--- src/pwm_pkg.sv ---
// Purpose: Constants shared by the three-phase reset-synchronized PWM block.
// Assumes: 20 MHz core clock, 16-bit register port with one-cycle read latency.
// Notes:   Offsets are byte addresses on the plain register port.
// Function
// - Counter clears on its final state equal to cycle; period is cycle plus one counts.
// - Counter advances once per divided clock; each count step lasts 100 ns.
// - Duty of zero still gives a one-count pulse every carrier cycle.
// - Duty at or above cycle toggles the phase only at each cycle end.
// - No duty value holds a PWM output constant at either level.
// - Cycle compare-match interrupt is raised exactly once per carrier cycle.
// - Positive output toggles on duty match and again on each counter clear.
// - With buffering on, buffers copy into cycle and duty on cycle match.
// - Each phase drives a second pin carrying the inverse of its positive output while running.
package pwm_pkg;

    // Widths of the datapath and of the register port.
    localparam int unsigned DATA_W = 16;
    localparam int unsigned ADDR_W = 8;
    localparam int unsigned PHASES = 3;

    // Clock rate and count step, and the derived divider length.
    localparam int unsigned CLK_PERIOD_NS = 50;
    localparam int unsigned STEP_NS       = 100;
    localparam int unsigned STEP_CYCLES   = (STEP_NS + CLK_PERIOD_NS - 1) / CLK_PERIOD_NS;
    localparam int unsigned DIV_W         = 4;
    localparam logic [DIV_W-1:0] DIV_LAST = DIV_W'(STEP_CYCLES - 1);

    // Register offsets.
    localparam logic [ADDR_W-1:0] CTRL_OFS      = 8'h00;
    localparam logic [ADDR_W-1:0] IRQ_STAT_OFS  = 8'h04;
    localparam logic [ADDR_W-1:0] IRQ_CLR_OFS   = 8'h08;
    localparam logic [ADDR_W-1:0] IRQ_EN_OFS    = 8'h0c;
    localparam logic [ADDR_W-1:0] CYC_BUF_OFS   = 8'h10;
    localparam logic [ADDR_W-1:0] DUTY_BUF_OFS  = 8'h14;
    localparam logic [ADDR_W-1:0] CYC_CMP_OFS   = 8'h20;
    localparam logic [ADDR_W-1:0] DUTY_CMP_OFS  = 8'h24;
    localparam logic [ADDR_W-1:0] COUNTER_OFS   = 8'h30;
    localparam logic [ADDR_W-1:0] REG_STRIDE    = 8'h04;

    // Control field positions.
    localparam int unsigned CTRL_RUN_BIT  = 0;
    localparam int unsigned CTRL_BUF_BIT  = 1;
    localparam int unsigned CTRL_TOG_BIT  = 2;
    localparam int unsigned CTRL_W        = 3;

    // Values after reset.
    localparam logic [CTRL_W-1:0] CTRL_RST   = 3'h0;
    localparam logic [DATA_W-1:0] CYCLE_RST  = 16'hffff;
    localparam logic [DATA_W-1:0] DUTY_RST   = 16'h0000;
    localparam logic [DATA_W-1:0] COUNT_RST  = 16'h0000;
    localparam logic [DATA_W-1:0] ZERO_WORD  = 16'h0000;

endpackage

--- src/pwm_phase.sv ---
// Purpose: One PWM phase: positive and inverse outputs from the shared counter.
// Assumes: step_i and clear_i are one-cycle pulses from the same clock domain.
// Notes:   Both outputs sit low while the timer is stopped.
`timescale 1ns/10ps
module pwm_phase
    import pwm_pkg::*;
(
    input  wire logic              clk_i,
    input  wire logic              rst_n_i,
    input  wire logic              run_i,
    input  wire logic              step_i,
    input  wire logic              clear_i,
    input  wire logic [DATA_W-1:0] count_i,
    input  wire logic [DATA_W-1:0] duty_i,
    output logic                   pos_o,
    output logic                   neg_o
);

    logic pos_r;
    logic pos_nxt;
    logic neg_r;
    logic armed_r;
    logic armed_nxt;
    logic match;
    logic toggle;

    // Duty matches count only after the first cycle end since the start, so the
    // high time always runs from the clear to the match, whatever count the
    // counter held when the timer was started.
    assign armed_nxt = run_i & (armed_r | (step_i & clear_i));

    // A match is taken from the count held during the step, so a duty of zero
    // still leaves a one-count pulse after the clear; a clear that coincides
    // with a match toggles only once.
    assign match   = (count_i == duty_i);
    assign toggle  = step_i & (clear_i | (match & armed_r));
    assign pos_nxt = run_i ? (pos_r ^ toggle) : 1'b0;

    // Output registers; the inverse pin mirrors the positive one while running.
    always_ff @(posedge clk_i or negedge rst_n_i)
    begin
        if (!rst_n_i)
        begin
            pos_r   <= 1'b0;
            neg_r   <= 1'b0;
            armed_r <= 1'b0;
        end
        else
        begin
            armed_r <= armed_nxt;
            pos_r <= pos_nxt;
            neg_r <= run_i & ~pos_nxt;
        end
    end

    assign pos_o = pos_r;
    assign neg_o = neg_r;

endmodule // pwm_phase

--- src/reset_sync_three_phase_pwm.sv ---
// Purpose: Three-phase reset-synchronized PWM generator with register port.
// Assumes: Single 20 MHz clock; register master follows one-cycle strobes.
// Notes:   Duty writes never give a constant output; use a port pin for that.
//
// The register offsets and the strobed register port were decided locally.
`timescale 1ns/10ps
module reset_sync_three_phase_pwm
    import pwm_pkg::*;
(
    input  wire logic              core_clk_i,
    input  wire logic              rst_n_i,
    input  wire logic [ADDR_W-1:0] reg_addr_i,
    input  wire logic [DATA_W-1:0] reg_wdata_i,
    input  wire logic              reg_wr_i,
    input  wire logic              reg_rd_i,
    output logic      [DATA_W-1:0] reg_rdata_o,
    output logic                   irq_o,
    output logic                   cycle_toggle_out_o,
    output logic                   phase1_pos_out_o,
    output logic                   phase1_neg_out_o,
    output logic                   phase2_pos_out_o,
    output logic                   phase2_neg_out_o,
    output logic                   phase3_pos_out_o,
    output logic                   phase3_neg_out_o
);

    // Reset synchroniser and its released copy.
    logic rst_meta_r;
    logic rst_sync_r;
    logic rst_n;

    // Control and interrupt registers.
    logic [CTRL_W-1:0] ctrl_r;
    logic              irq_stat_r;
    logic              irq_en_r;

    // Counter, divider and compare registers.
    logic [DIV_W-1:0]  div_r;
    logic [DATA_W-1:0] shared_up_counter_r;
    logic [DATA_W-1:0] carrier_cycle_cmp_r;
    logic [DATA_W-1:0] carrier_cycle_buf_r;
    logic [DATA_W-1:0] duty_cmp_r [PHASES];
    logic [DATA_W-1:0] duty_buf_r [PHASES];
    logic              cycle_toggle_r;
    logic [DATA_W-1:0] rdata_r;
    logic [DATA_W-1:0] rdata_nxt;

    // Decoded strobes and timing events.
    logic              run;
    logic              buf_on;
    logic              step;
    logic              cycle_end;
    logic              wr_ctrl;
    logic              wr_clr;
    logic              wr_en;
    logic              wr_cyc;
    logic [PHASES-1:0] wr_duty;
    logic [PHASES-1:0] pos_out;
    logic [PHASES-1:0] neg_out;

    // Reset is taken asynchronously and released through two flip-flops.
    always_ff @(posedge core_clk_i or negedge rst_n_i)
    begin
        if (!rst_n_i)
        begin
            rst_meta_r <= 1'b0;
            rst_sync_r <= 1'b0;
        end
        else
        begin
            rst_meta_r <= 1'b1;
            rst_sync_r <= rst_meta_r;
        end
    end

    assign rst_n = rst_sync_r;

    // Control fields and timing events.
    assign run       = ctrl_r[CTRL_RUN_BIT];
    assign buf_on    = ctrl_r[CTRL_BUF_BIT];
    assign step      = run & (div_r == DIV_LAST);
    assign cycle_end = step & (shared_up_counter_r == carrier_cycle_cmp_r);

    // Register write decode.
    assign wr_ctrl = reg_wr_i & (reg_addr_i == CTRL_OFS);
    assign wr_clr  = reg_wr_i & (reg_addr_i == IRQ_CLR_OFS);
    assign wr_en   = reg_wr_i & (reg_addr_i == IRQ_EN_OFS);
    assign wr_cyc  = reg_wr_i & (reg_addr_i == CYC_BUF_OFS);

    // Divider that turns the core clock into the count step.
    always_ff @(posedge core_clk_i or negedge rst_n)
    begin
        if (!rst_n)
            div_r <= '0;
        else if (!run || step)
            div_r <= '0;
        else
            div_r <= div_r + 1'b1;
    end

    // Shared up-counter: clears on the final state equal to the cycle value.
    always_ff @(posedge core_clk_i or negedge rst_n)
    begin
        if (!rst_n)
            shared_up_counter_r <= COUNT_RST;
        else if (cycle_end)
            shared_up_counter_r <= COUNT_RST;
        else if (step)
            shared_up_counter_r <= shared_up_counter_r + 1'b1;
    end

    // Cycle buffer and cycle compare; without buffering a write goes straight through.
    always_ff @(posedge core_clk_i or negedge rst_n)
    begin
        if (!rst_n)
        begin
            carrier_cycle_buf_r <= CYCLE_RST;
            carrier_cycle_cmp_r <= CYCLE_RST;
        end
        else
        begin
            if (wr_cyc)
                carrier_cycle_buf_r <= reg_wdata_i;
            if (wr_cyc && !buf_on)
                carrier_cycle_cmp_r <= reg_wdata_i;
            else if (cycle_end && buf_on)
                carrier_cycle_cmp_r <= carrier_cycle_buf_r;
        end
    end

    // Per-phase duty buffer, duty compare and output stage.
    for (genvar p = 0; p < PHASES; p++)
    begin : g_phase
        assign wr_duty[p] = reg_wr_i
                          & (reg_addr_i == DUTY_BUF_OFS + ADDR_W'(p) * REG_STRIDE);

        always_ff @(posedge core_clk_i or negedge rst_n)
        begin
            if (!rst_n)
            begin
                duty_buf_r[p] <= DUTY_RST;
                duty_cmp_r[p] <= DUTY_RST;
            end
            else
            begin
                if (wr_duty[p])
                    duty_buf_r[p] <= reg_wdata_i;
                if (wr_duty[p] && !buf_on)
                    duty_cmp_r[p] <= reg_wdata_i;
                else if (cycle_end && buf_on)
                    duty_cmp_r[p] <= duty_buf_r[p];
            end
        end

        pwm_phase u_phase (
            .clk_i   (core_clk_i),
            .rst_n_i (rst_n),
            .run_i   (run),
            .step_i  (step),
            .clear_i (cycle_end),
            .count_i (shared_up_counter_r),
            .duty_i  (duty_cmp_r[p]),
            .pos_o   (pos_out[p]),
            .neg_o   (neg_out[p])
        );
    end

    // Control, interrupt enable, sticky status and the cycle toggle pin.
    always_ff @(posedge core_clk_i or negedge rst_n)
    begin
        if (!rst_n)
        begin
            ctrl_r         <= CTRL_RST;
            irq_en_r       <= 1'b0;
            irq_stat_r     <= 1'b0;
            cycle_toggle_r <= 1'b0;
        end
        else
        begin
            if (wr_ctrl)
                ctrl_r <= reg_wdata_i[CTRL_W-1:0];
            if (wr_en)
                irq_en_r <= reg_wdata_i[0];
            if (cycle_end)
                irq_stat_r <= 1'b1;
            else if (wr_clr && reg_wdata_i[0])
                irq_stat_r <= 1'b0;
            if (cycle_end && ctrl_r[CTRL_TOG_BIT])
                cycle_toggle_r <= ~cycle_toggle_r;
        end
    end

    // Read data selection; unmapped and write-only offsets read as zero.
    always_comb
    begin
        rdata_nxt = ZERO_WORD;
        case (reg_addr_i)
            CTRL_OFS:                   rdata_nxt = {13'h0000, ctrl_r};
            IRQ_STAT_OFS:               rdata_nxt = {15'h0000, irq_stat_r};
            IRQ_EN_OFS:                 rdata_nxt = {15'h0000, irq_en_r};
            CYC_BUF_OFS:                rdata_nxt = carrier_cycle_buf_r;
            DUTY_BUF_OFS:               rdata_nxt = duty_buf_r[0];
            DUTY_BUF_OFS + 8'h04:       rdata_nxt = duty_buf_r[1];
            DUTY_BUF_OFS + 8'h08:       rdata_nxt = duty_buf_r[2];
            CYC_CMP_OFS:                rdata_nxt = carrier_cycle_cmp_r;
            DUTY_CMP_OFS:               rdata_nxt = duty_cmp_r[0];
            DUTY_CMP_OFS + 8'h04:       rdata_nxt = duty_cmp_r[1];
            DUTY_CMP_OFS + 8'h08:       rdata_nxt = duty_cmp_r[2];
            COUNTER_OFS:                rdata_nxt = shared_up_counter_r;
            default:                    rdata_nxt = ZERO_WORD;
        endcase
    end

    // Read data register: valid only in the cycle after the read strobe.
    always_ff @(posedge core_clk_i or negedge rst_n)
    begin
        if (!rst_n)
            rdata_r <= ZERO_WORD;
        else if (reg_rd_i)
            rdata_r <= rdata_nxt;
        else
            rdata_r <= ZERO_WORD;
    end

    // Outputs.
    assign reg_rdata_o        = rdata_r;
    assign irq_o              = irq_stat_r & irq_en_r;
    assign cycle_toggle_out_o = cycle_toggle_r;
    assign phase1_pos_out_o   = pos_out[0];
    assign phase1_neg_out_o   = neg_out[0];
    assign phase2_pos_out_o   = pos_out[1];
    assign phase2_neg_out_o   = neg_out[1];
    assign phase3_pos_out_o   = pos_out[2];
    assign phase3_neg_out_o   = neg_out[2];

endmodule // reset_sync_three_phase_pwm

--- config.mk ---
export PLATFORM = sky130hd
export DESIGN_NAME = reset_sync_three_phase_pwm
export DESIGN_NICKNAME = d
export VERILOG_FILES = /design/src/pwm_pkg.sv /design/src/pwm_phase.sv /design/src/reset_sync_three_phase_pwm.sv
export SDC_FILE = /design/constraint.sdc
export NUM_CORES = 1
export LEC_CHECK = 0
export BUFFER_PORTS_ARGS = -buffer_cell sky130_fd_sc_hd__buf_2
export CORE_MARGIN = 5
export CORE_UTILIZATION = 50
export CTS_BUF_LIST = sky130_fd_sc_hd__clkbuf_8
export DETAILED_ROUTE_END_ITERATION = 12
export PLACE_DENSITY = 0.67
export RECOVER_POWER = 100
export SLEW_MARGIN = 20
export SYNTH_ARGS = -nofsm -noshare
export SYNTH_HDL_FRONTEND = slang
export SYNTH_SLANG_ARGS = --single-unit
--- constraint.sdc ---
create_clock -name core_clk_i -period 6.6 [get_ports core_clk_i]
set_input_delay 0 -clock core_clk_i [delete_from_list [all_inputs] [get_ports core_clk_i]]
set_output_delay 0 -clock core_clk_i [all_outputs]
set_load 0.05 [all_outputs]
### Yosys cells after proc, flatten, opt, wreduce, memory -nomap -nowiden

Index checks and enable logic that the tools add are counted.

* bits in registers: 181
* bits in latches: 0
* RAM bits: 0
* ROM bits: 0
* input port bits: 28
* output and inout port bits: 24
* memories: 0

* add/subtract/negate cells: 2
* multipliers: 0
* div/mod/pow operators: 0
* $lt $le $gt $ge: 0
* equal/unequal tests: 17
* shift operators: 0
* multiplexer cells: 18
* bitwise gates (word level): 36
* reduce and logical (&&, ||, !) cells: 17

Operators with widths (number)
* one-hot mux 16 bit (12 select lines): 1
* two-way mux 16 bit: 11
* == test 16 bit: 4
* == test 8 x 6 -> 1 bit, second input constant: 5
* == test 8 x 5 -> 1 bit, second input constant: 4
* bitwise AND 1 bit: 23
* adder 16 x 1 -> 16 bit, second input constant: 1
* == test 8 x 4 -> 1 bit, second input constant: 2
* nonzero test 2 bit: 6
* == test 8 x 3 -> 1 bit, second input constant: 1
* logical NOT 8 bit: 1
* logical AND 1 bit: 7
* bitwise OR 1 bit: 6
* two-way mux 1 bit: 5
* adder 4 x 1 -> 4 bit, second input constant: 1
* == test 4 x 1 -> 1 bit, second input constant: 1
* two-way mux 4 bit: 1
* NOT 1 bit: 4
* XOR 1 bit: 3
* logical NOT 1 bit: 2
* logical OR 1 bit: 1

### Depth between registers and ports, before layout

* depth in word-level cells: 9
* mapped depth: 9
* gate-level depth less buffers: 7

### Hierarchy

From an unflattened synthesis, not the netlist that was laid out.

* cell total of the unflattened synthesis: 879
* area total of the unflattened synthesis: 9698.1 µm²

Modules (own cells, without submodules)
* reset_sync_three_phase_pwm: times used 1, cells an instance 756, area an instance 8654.6 µm², seq. area each 4344.2 µm²
* pwm_phase: times used 3, cells an instance 41, area an instance 347.8 µm², seq. area each 75.1 µm²

### Worst setup path after synthesis

No wires, ideal clock.

* kind: reg-to-reg
* start: register div_r[1]
* end: register duty_cmp_r[15] (netlist name)
* arrival time: 1959 ps
* required time: 6474 ps
* setup slack: 4515 ps
* stages on the path, launching flop included: 9
* path buffers: 1
* clock period less this slack: 2085 ps
* cell sequence: dfrtp_1 inv_1 ha_1 and4bb_2 nand3_1 or3_1 buf_2 o211a_1 a221o_1

* cells in the longest elaborated chain, start to end: 5

RTL lines
* start: declaration: line reset_sync_three_phase_pwm.sv:38 `logic [DIV_W-1:0] div_r;`
* start signal: assignment: line reset_sync_three_phase_pwm.sv:98 `div_r <= div_r + 1'b1;`
* == test 4 x 1 -> 1 bit: line reset_sync_three_phase_pwm.sv:81 `assign step = run & (div_r == DIV_LAST);`
* bitwise AND 1 bit: line reset_sync_three_phase_pwm.sv:81
* bitwise AND 1 bit: line reset_sync_three_phase_pwm.sv:82 `assign cycle_end = step & (shared_up_counter_r == carrier_cycle_cmp_r);`
* logical AND 1 bit: line reset_sync_three_phase_pwm.sv:150 `else if (cycle_end && buf_on)`
* nonzero test 2 bit (no line)
* end signal: indexed assignment: line reset_sync_three_phase_pwm.sv:149 `duty_cmp_r[p] <= reg_wdata_i;`
* end signal: indexed assignment: line reset_sync_three_phase_pwm.sv:151 `duty_cmp_r[p] <= duty_buf_r[p];`
* end: declaration: line reset_sync_three_phase_pwm.sv:42 `logic [DATA_W-1:0] duty_cmp_r [PHASES];`

No other way between the ends.
A chain may end at the register's enable or synchronous reset.

### Final worst setup path

* start: register shared_up_counter_r[14]
* end: register duty_cmp_r[14] (netlist name)

* cells in the longest elaborated chain, start to end: 4

RTL lines
* start: declaration: line reset_sync_three_phase_pwm.sv:39 `logic [DATA_W-1:0] shared_up_counter_r;`
* start signal: assignment: line reset_sync_three_phase_pwm.sv:109 `shared_up_counter_r <= shared_up_counter_r + 1'b1;`
* == test 16 bit: line reset_sync_three_phase_pwm.sv:82
* bitwise AND 1 bit: line reset_sync_three_phase_pwm.sv:82
* logical AND 1 bit: line reset_sync_three_phase_pwm.sv:150
* nonzero test 2 bit (no line)

No other way between the ends.

==> results.tsv <==
metric	value	unit
status	complete, but fails checks	
violations	max-capacitance violations, max-slew violations	
drive_gt1_share	21.8	%
cts_sinks	181	
antenna_left	0	
dieArea	22200	µm²
syn2layout_area_growth	8.74	%
synth_top_area_share	38.6	%
fill_cells	1665	
first_pass_iters	6	
min_period_over_period	72.1	%
path_cells	xor2_1 -> nor4_1 -> and3_2 -> clkbuf_1 -> nand3_2 -> o221a_2	
layout.nets	949	
antenna_found_initial	0	
critPathBufInv	1	
coreArea	18900	µm²
place_area	10000	µm²
setup_tns	0	ns
synth_area	9670	µm²
fin_area	10500	µm²
ios	52	
hold_class	primary input to flip-flop	
worstSetupEndpointType	flip-flop	
cap_violations	6	
routed_wl	30100	µm
rsz0062_at_grt	false	
cts_resized	0	
synth_edf_count	0	
cts_root_buf	clkbuf_8	
yosysTopAreaCell	dfrtp_1	
fin_util	55.6	%
required	6.98	ns
crit_path_start_kind	flip-flop	
rows	50	
gp_congestion	1.06	
syn_nets	925	
grt_pass1_vias	7809	
yosysWarnings	0	
dp_hpwl	19900	µm
max_slew_margin	-81.5	%
vias_per_cell	6.68	
drtIter0Drc	998	
total_power	2.17	mW
wl_per_cell	25.3	µm
syn_inst	894	
clock_skew	0.0131	ns
setup_viol_count_final	0	
grt_overflow	0	
path_class	flip-flop to flip-flop	
clockBufferDepth	2	
fmax	210	MHz
routed-via-count	7959	
p_per_area	206	nW/µm²
die_h	149	µm
finalHoldViolations	0	
critical_path.slowest_cell	clkbuf_1	
drv_slew	261	
ys_top_cells_by_area	dfrtp_1 (39%), dfstp_2 (8.7%), mux2_2 (8.2%), xnor2_1 (5.2%), nand4_1 (3.3%)	
htreeDepth	4	
ys.flop_type	dfrtp_1	
p_leak	4.31	nW
worstPathMaxFanout	51	
grt_max_degree	74	
drc	0	
tritoncts	done	
crit_arrival	5.14	ns
crit_family	buffers and inverters	
max_stage_delay	1.91	ns
synth_cell_type_count	62	
grtUsageTotal	27.7	%
die_w	149	µm
cts_buffers	17	
syn_area_per_cell	10.8	µm²
clock_latency	0.49	ns
ir_drop	0.000149	V
portBuffers	51	
diodes	0	
start_util	51.2	%
period_minus_slack	4.76	ns
yosysSeqAreaShare	47.3	%
worstMarginPinSlew	2.72	ns
synthArstFlopShare	100	%
ys_ff_latch	181	
grt_pass1_wl	47300	µm
path_clk_slew	0.11	ns
[metrics by stage]
step / cells / hold WS (ns) / setup slack (ns)
final: 1191 / 0.0797 / 1.84
after global routing: 1191 / 0.0730 / 1.77
after detailed placement: 1140 / -0.212 / 3.61
after floorplan: 894 / -0.296 / 1.24
after global placement: 1140 / -0.214 / 3.64
after CTS: 1191 / 0.0552 / 3.57
[final cells by class]
class | count | area, µm² | area share (%)
multi-input cells | 625 | 4680 | 44.5
flip-flops and latches | 181 | 4570 | 43.5
repair buffers | 89 | 524 | 4.99
well taps | 260 | 325 | 3.10
clock buffers | 17 | 234 | 2.23
clock inverters | 15 | 160 | 1.52
inverters | 4 | 15.0 | 0.143
[cells in the final DEF, fill, tap and decap left out, types with 32 or more instances in the layout]
cell type,n
nor2_1,70
dfstp_2,32
nand4_1,51
clkbuf_1,33
a31oi_1,37
mux2_2,70
xnor2_1,57
dfrtp_1,149
o21ai_0,40
[where the power goes]
part           internal, mW  total [mW]  leakage (nW)  switching (mW)
sequential             1.16        1.21          2.27          0.0550
clock                 0.317       0.781         0.196           0.465
combinational        0.0752       0.172          1.85          0.0969
total                  1.55        2.17          4.31           0.617
[metal layers]
| metal | wire, µm | GRT usage [%] |
|---|---|---|
| met1 | 12900 | 40.7 |
| met2 | 13400 | 40.2 |
| met3 | 2810 | 5.71 |
| met4 | 988 | 10.8 |
| met5 | 0 | 0 |
[cells in the mapped netlist (5+ instances only)]
| cell | instances |
|---|---|
| buf_2 | 40 |
| a211o_1 | 9 |
| a21oi_1 | 21 |
| nand3_1 | 19 |
| dfstp_2 | 32 |
| o211a_1 | 13 |
| xor2_1 | 23 |
| nor4_1 | 10 |
| clkbuf_1 | 35 |
| nand4_1 | 51 |
| nand2b_1 | 6 |
| nor2_1 | 71 |
| nor3_1 | 9 |
| and2_1 | 11 |
| nand2_1 | 26 |
| o221a_2 | 9 |
| a22oi_1 | 23 |
| a211oi_1 | 5 |
| a22o_1 | 7 |
| a31oi_1 | 37 |
| dfrtp_1 | 149 |
| mux2i_1 | 12 |
| nand3_2 | 5 |
| mux2_2 | 70 |
| a221o_1 | 20 |
| xnor2_1 | 57 |
| o21ai_0 | 40 |
| a222oi_1 | 14 |
[logic make-up (layout without fill, tap and decap cells)]
logic type	count (synthesis)	after routing	share of synthesized area, %
AND/OR/NAND/NOR	234	234	13.6
flip-flops	181	181	47.3
AO/OA/AOI/OAI	222	222	17.1
XOR/XNOR	80	80	7.25
multiplexers	85	85	10.1
other	1	1	0.0388
adder cells (fa/ha/maj)	3	3	0.388
buffers and inverters	88	125	4.17
[sequential cells by signal (all words and copies together), names as in the netlist, 3 cells and up]
register	count
carrier_cycle_buf_r	16
g_phase.u_phase.pos_o	3
div_r	4
carrier_cycle_cmp_r	16
ctrl_r	3
shared_up_counter_r	16
duty_buf_r	48
g_phase.u_phase.armed_r	3
reg_rdata_o	16
g_phase.u_phase.neg_o	3
duty_cmp_r	48
[what timing repair did]
action	CTS	global route
buffers inserted	0	0
hold endpoints to repair	135	0
hold buffers	19	0
[final timing paths]
path	start	to	slack, ns	cells after the start
setup / recovery	shared_up_counter_r[14]	duty_cmp_r[14]	1.84	6
hold / removal	reg_addr_i[6]	irq_stat_r	0.08	4
setup reg to reg	shared_up_counter_r[14]	duty_cmp_r[14]	1.84	6
hold reg to reg	rst_meta_r	rst_n	0.36	0
max in group asynchronous	rst_n	duty_cmp_r[40]	3.14	1
min in group asynchronous	rst_n_i	rst_meta_r	0.36	3
[worst reg2reg max path: stages, from the launching register on]
cell	delay (ns)
dfrtp_1	0.55
xor2_1	0.21
nor4_1	0.39
and3_2	0.24
clkbuf_1	1.91
nand3_2	0.81
o221a_2	0.53
Note: power is estimated with default switching activity, not from simulation.
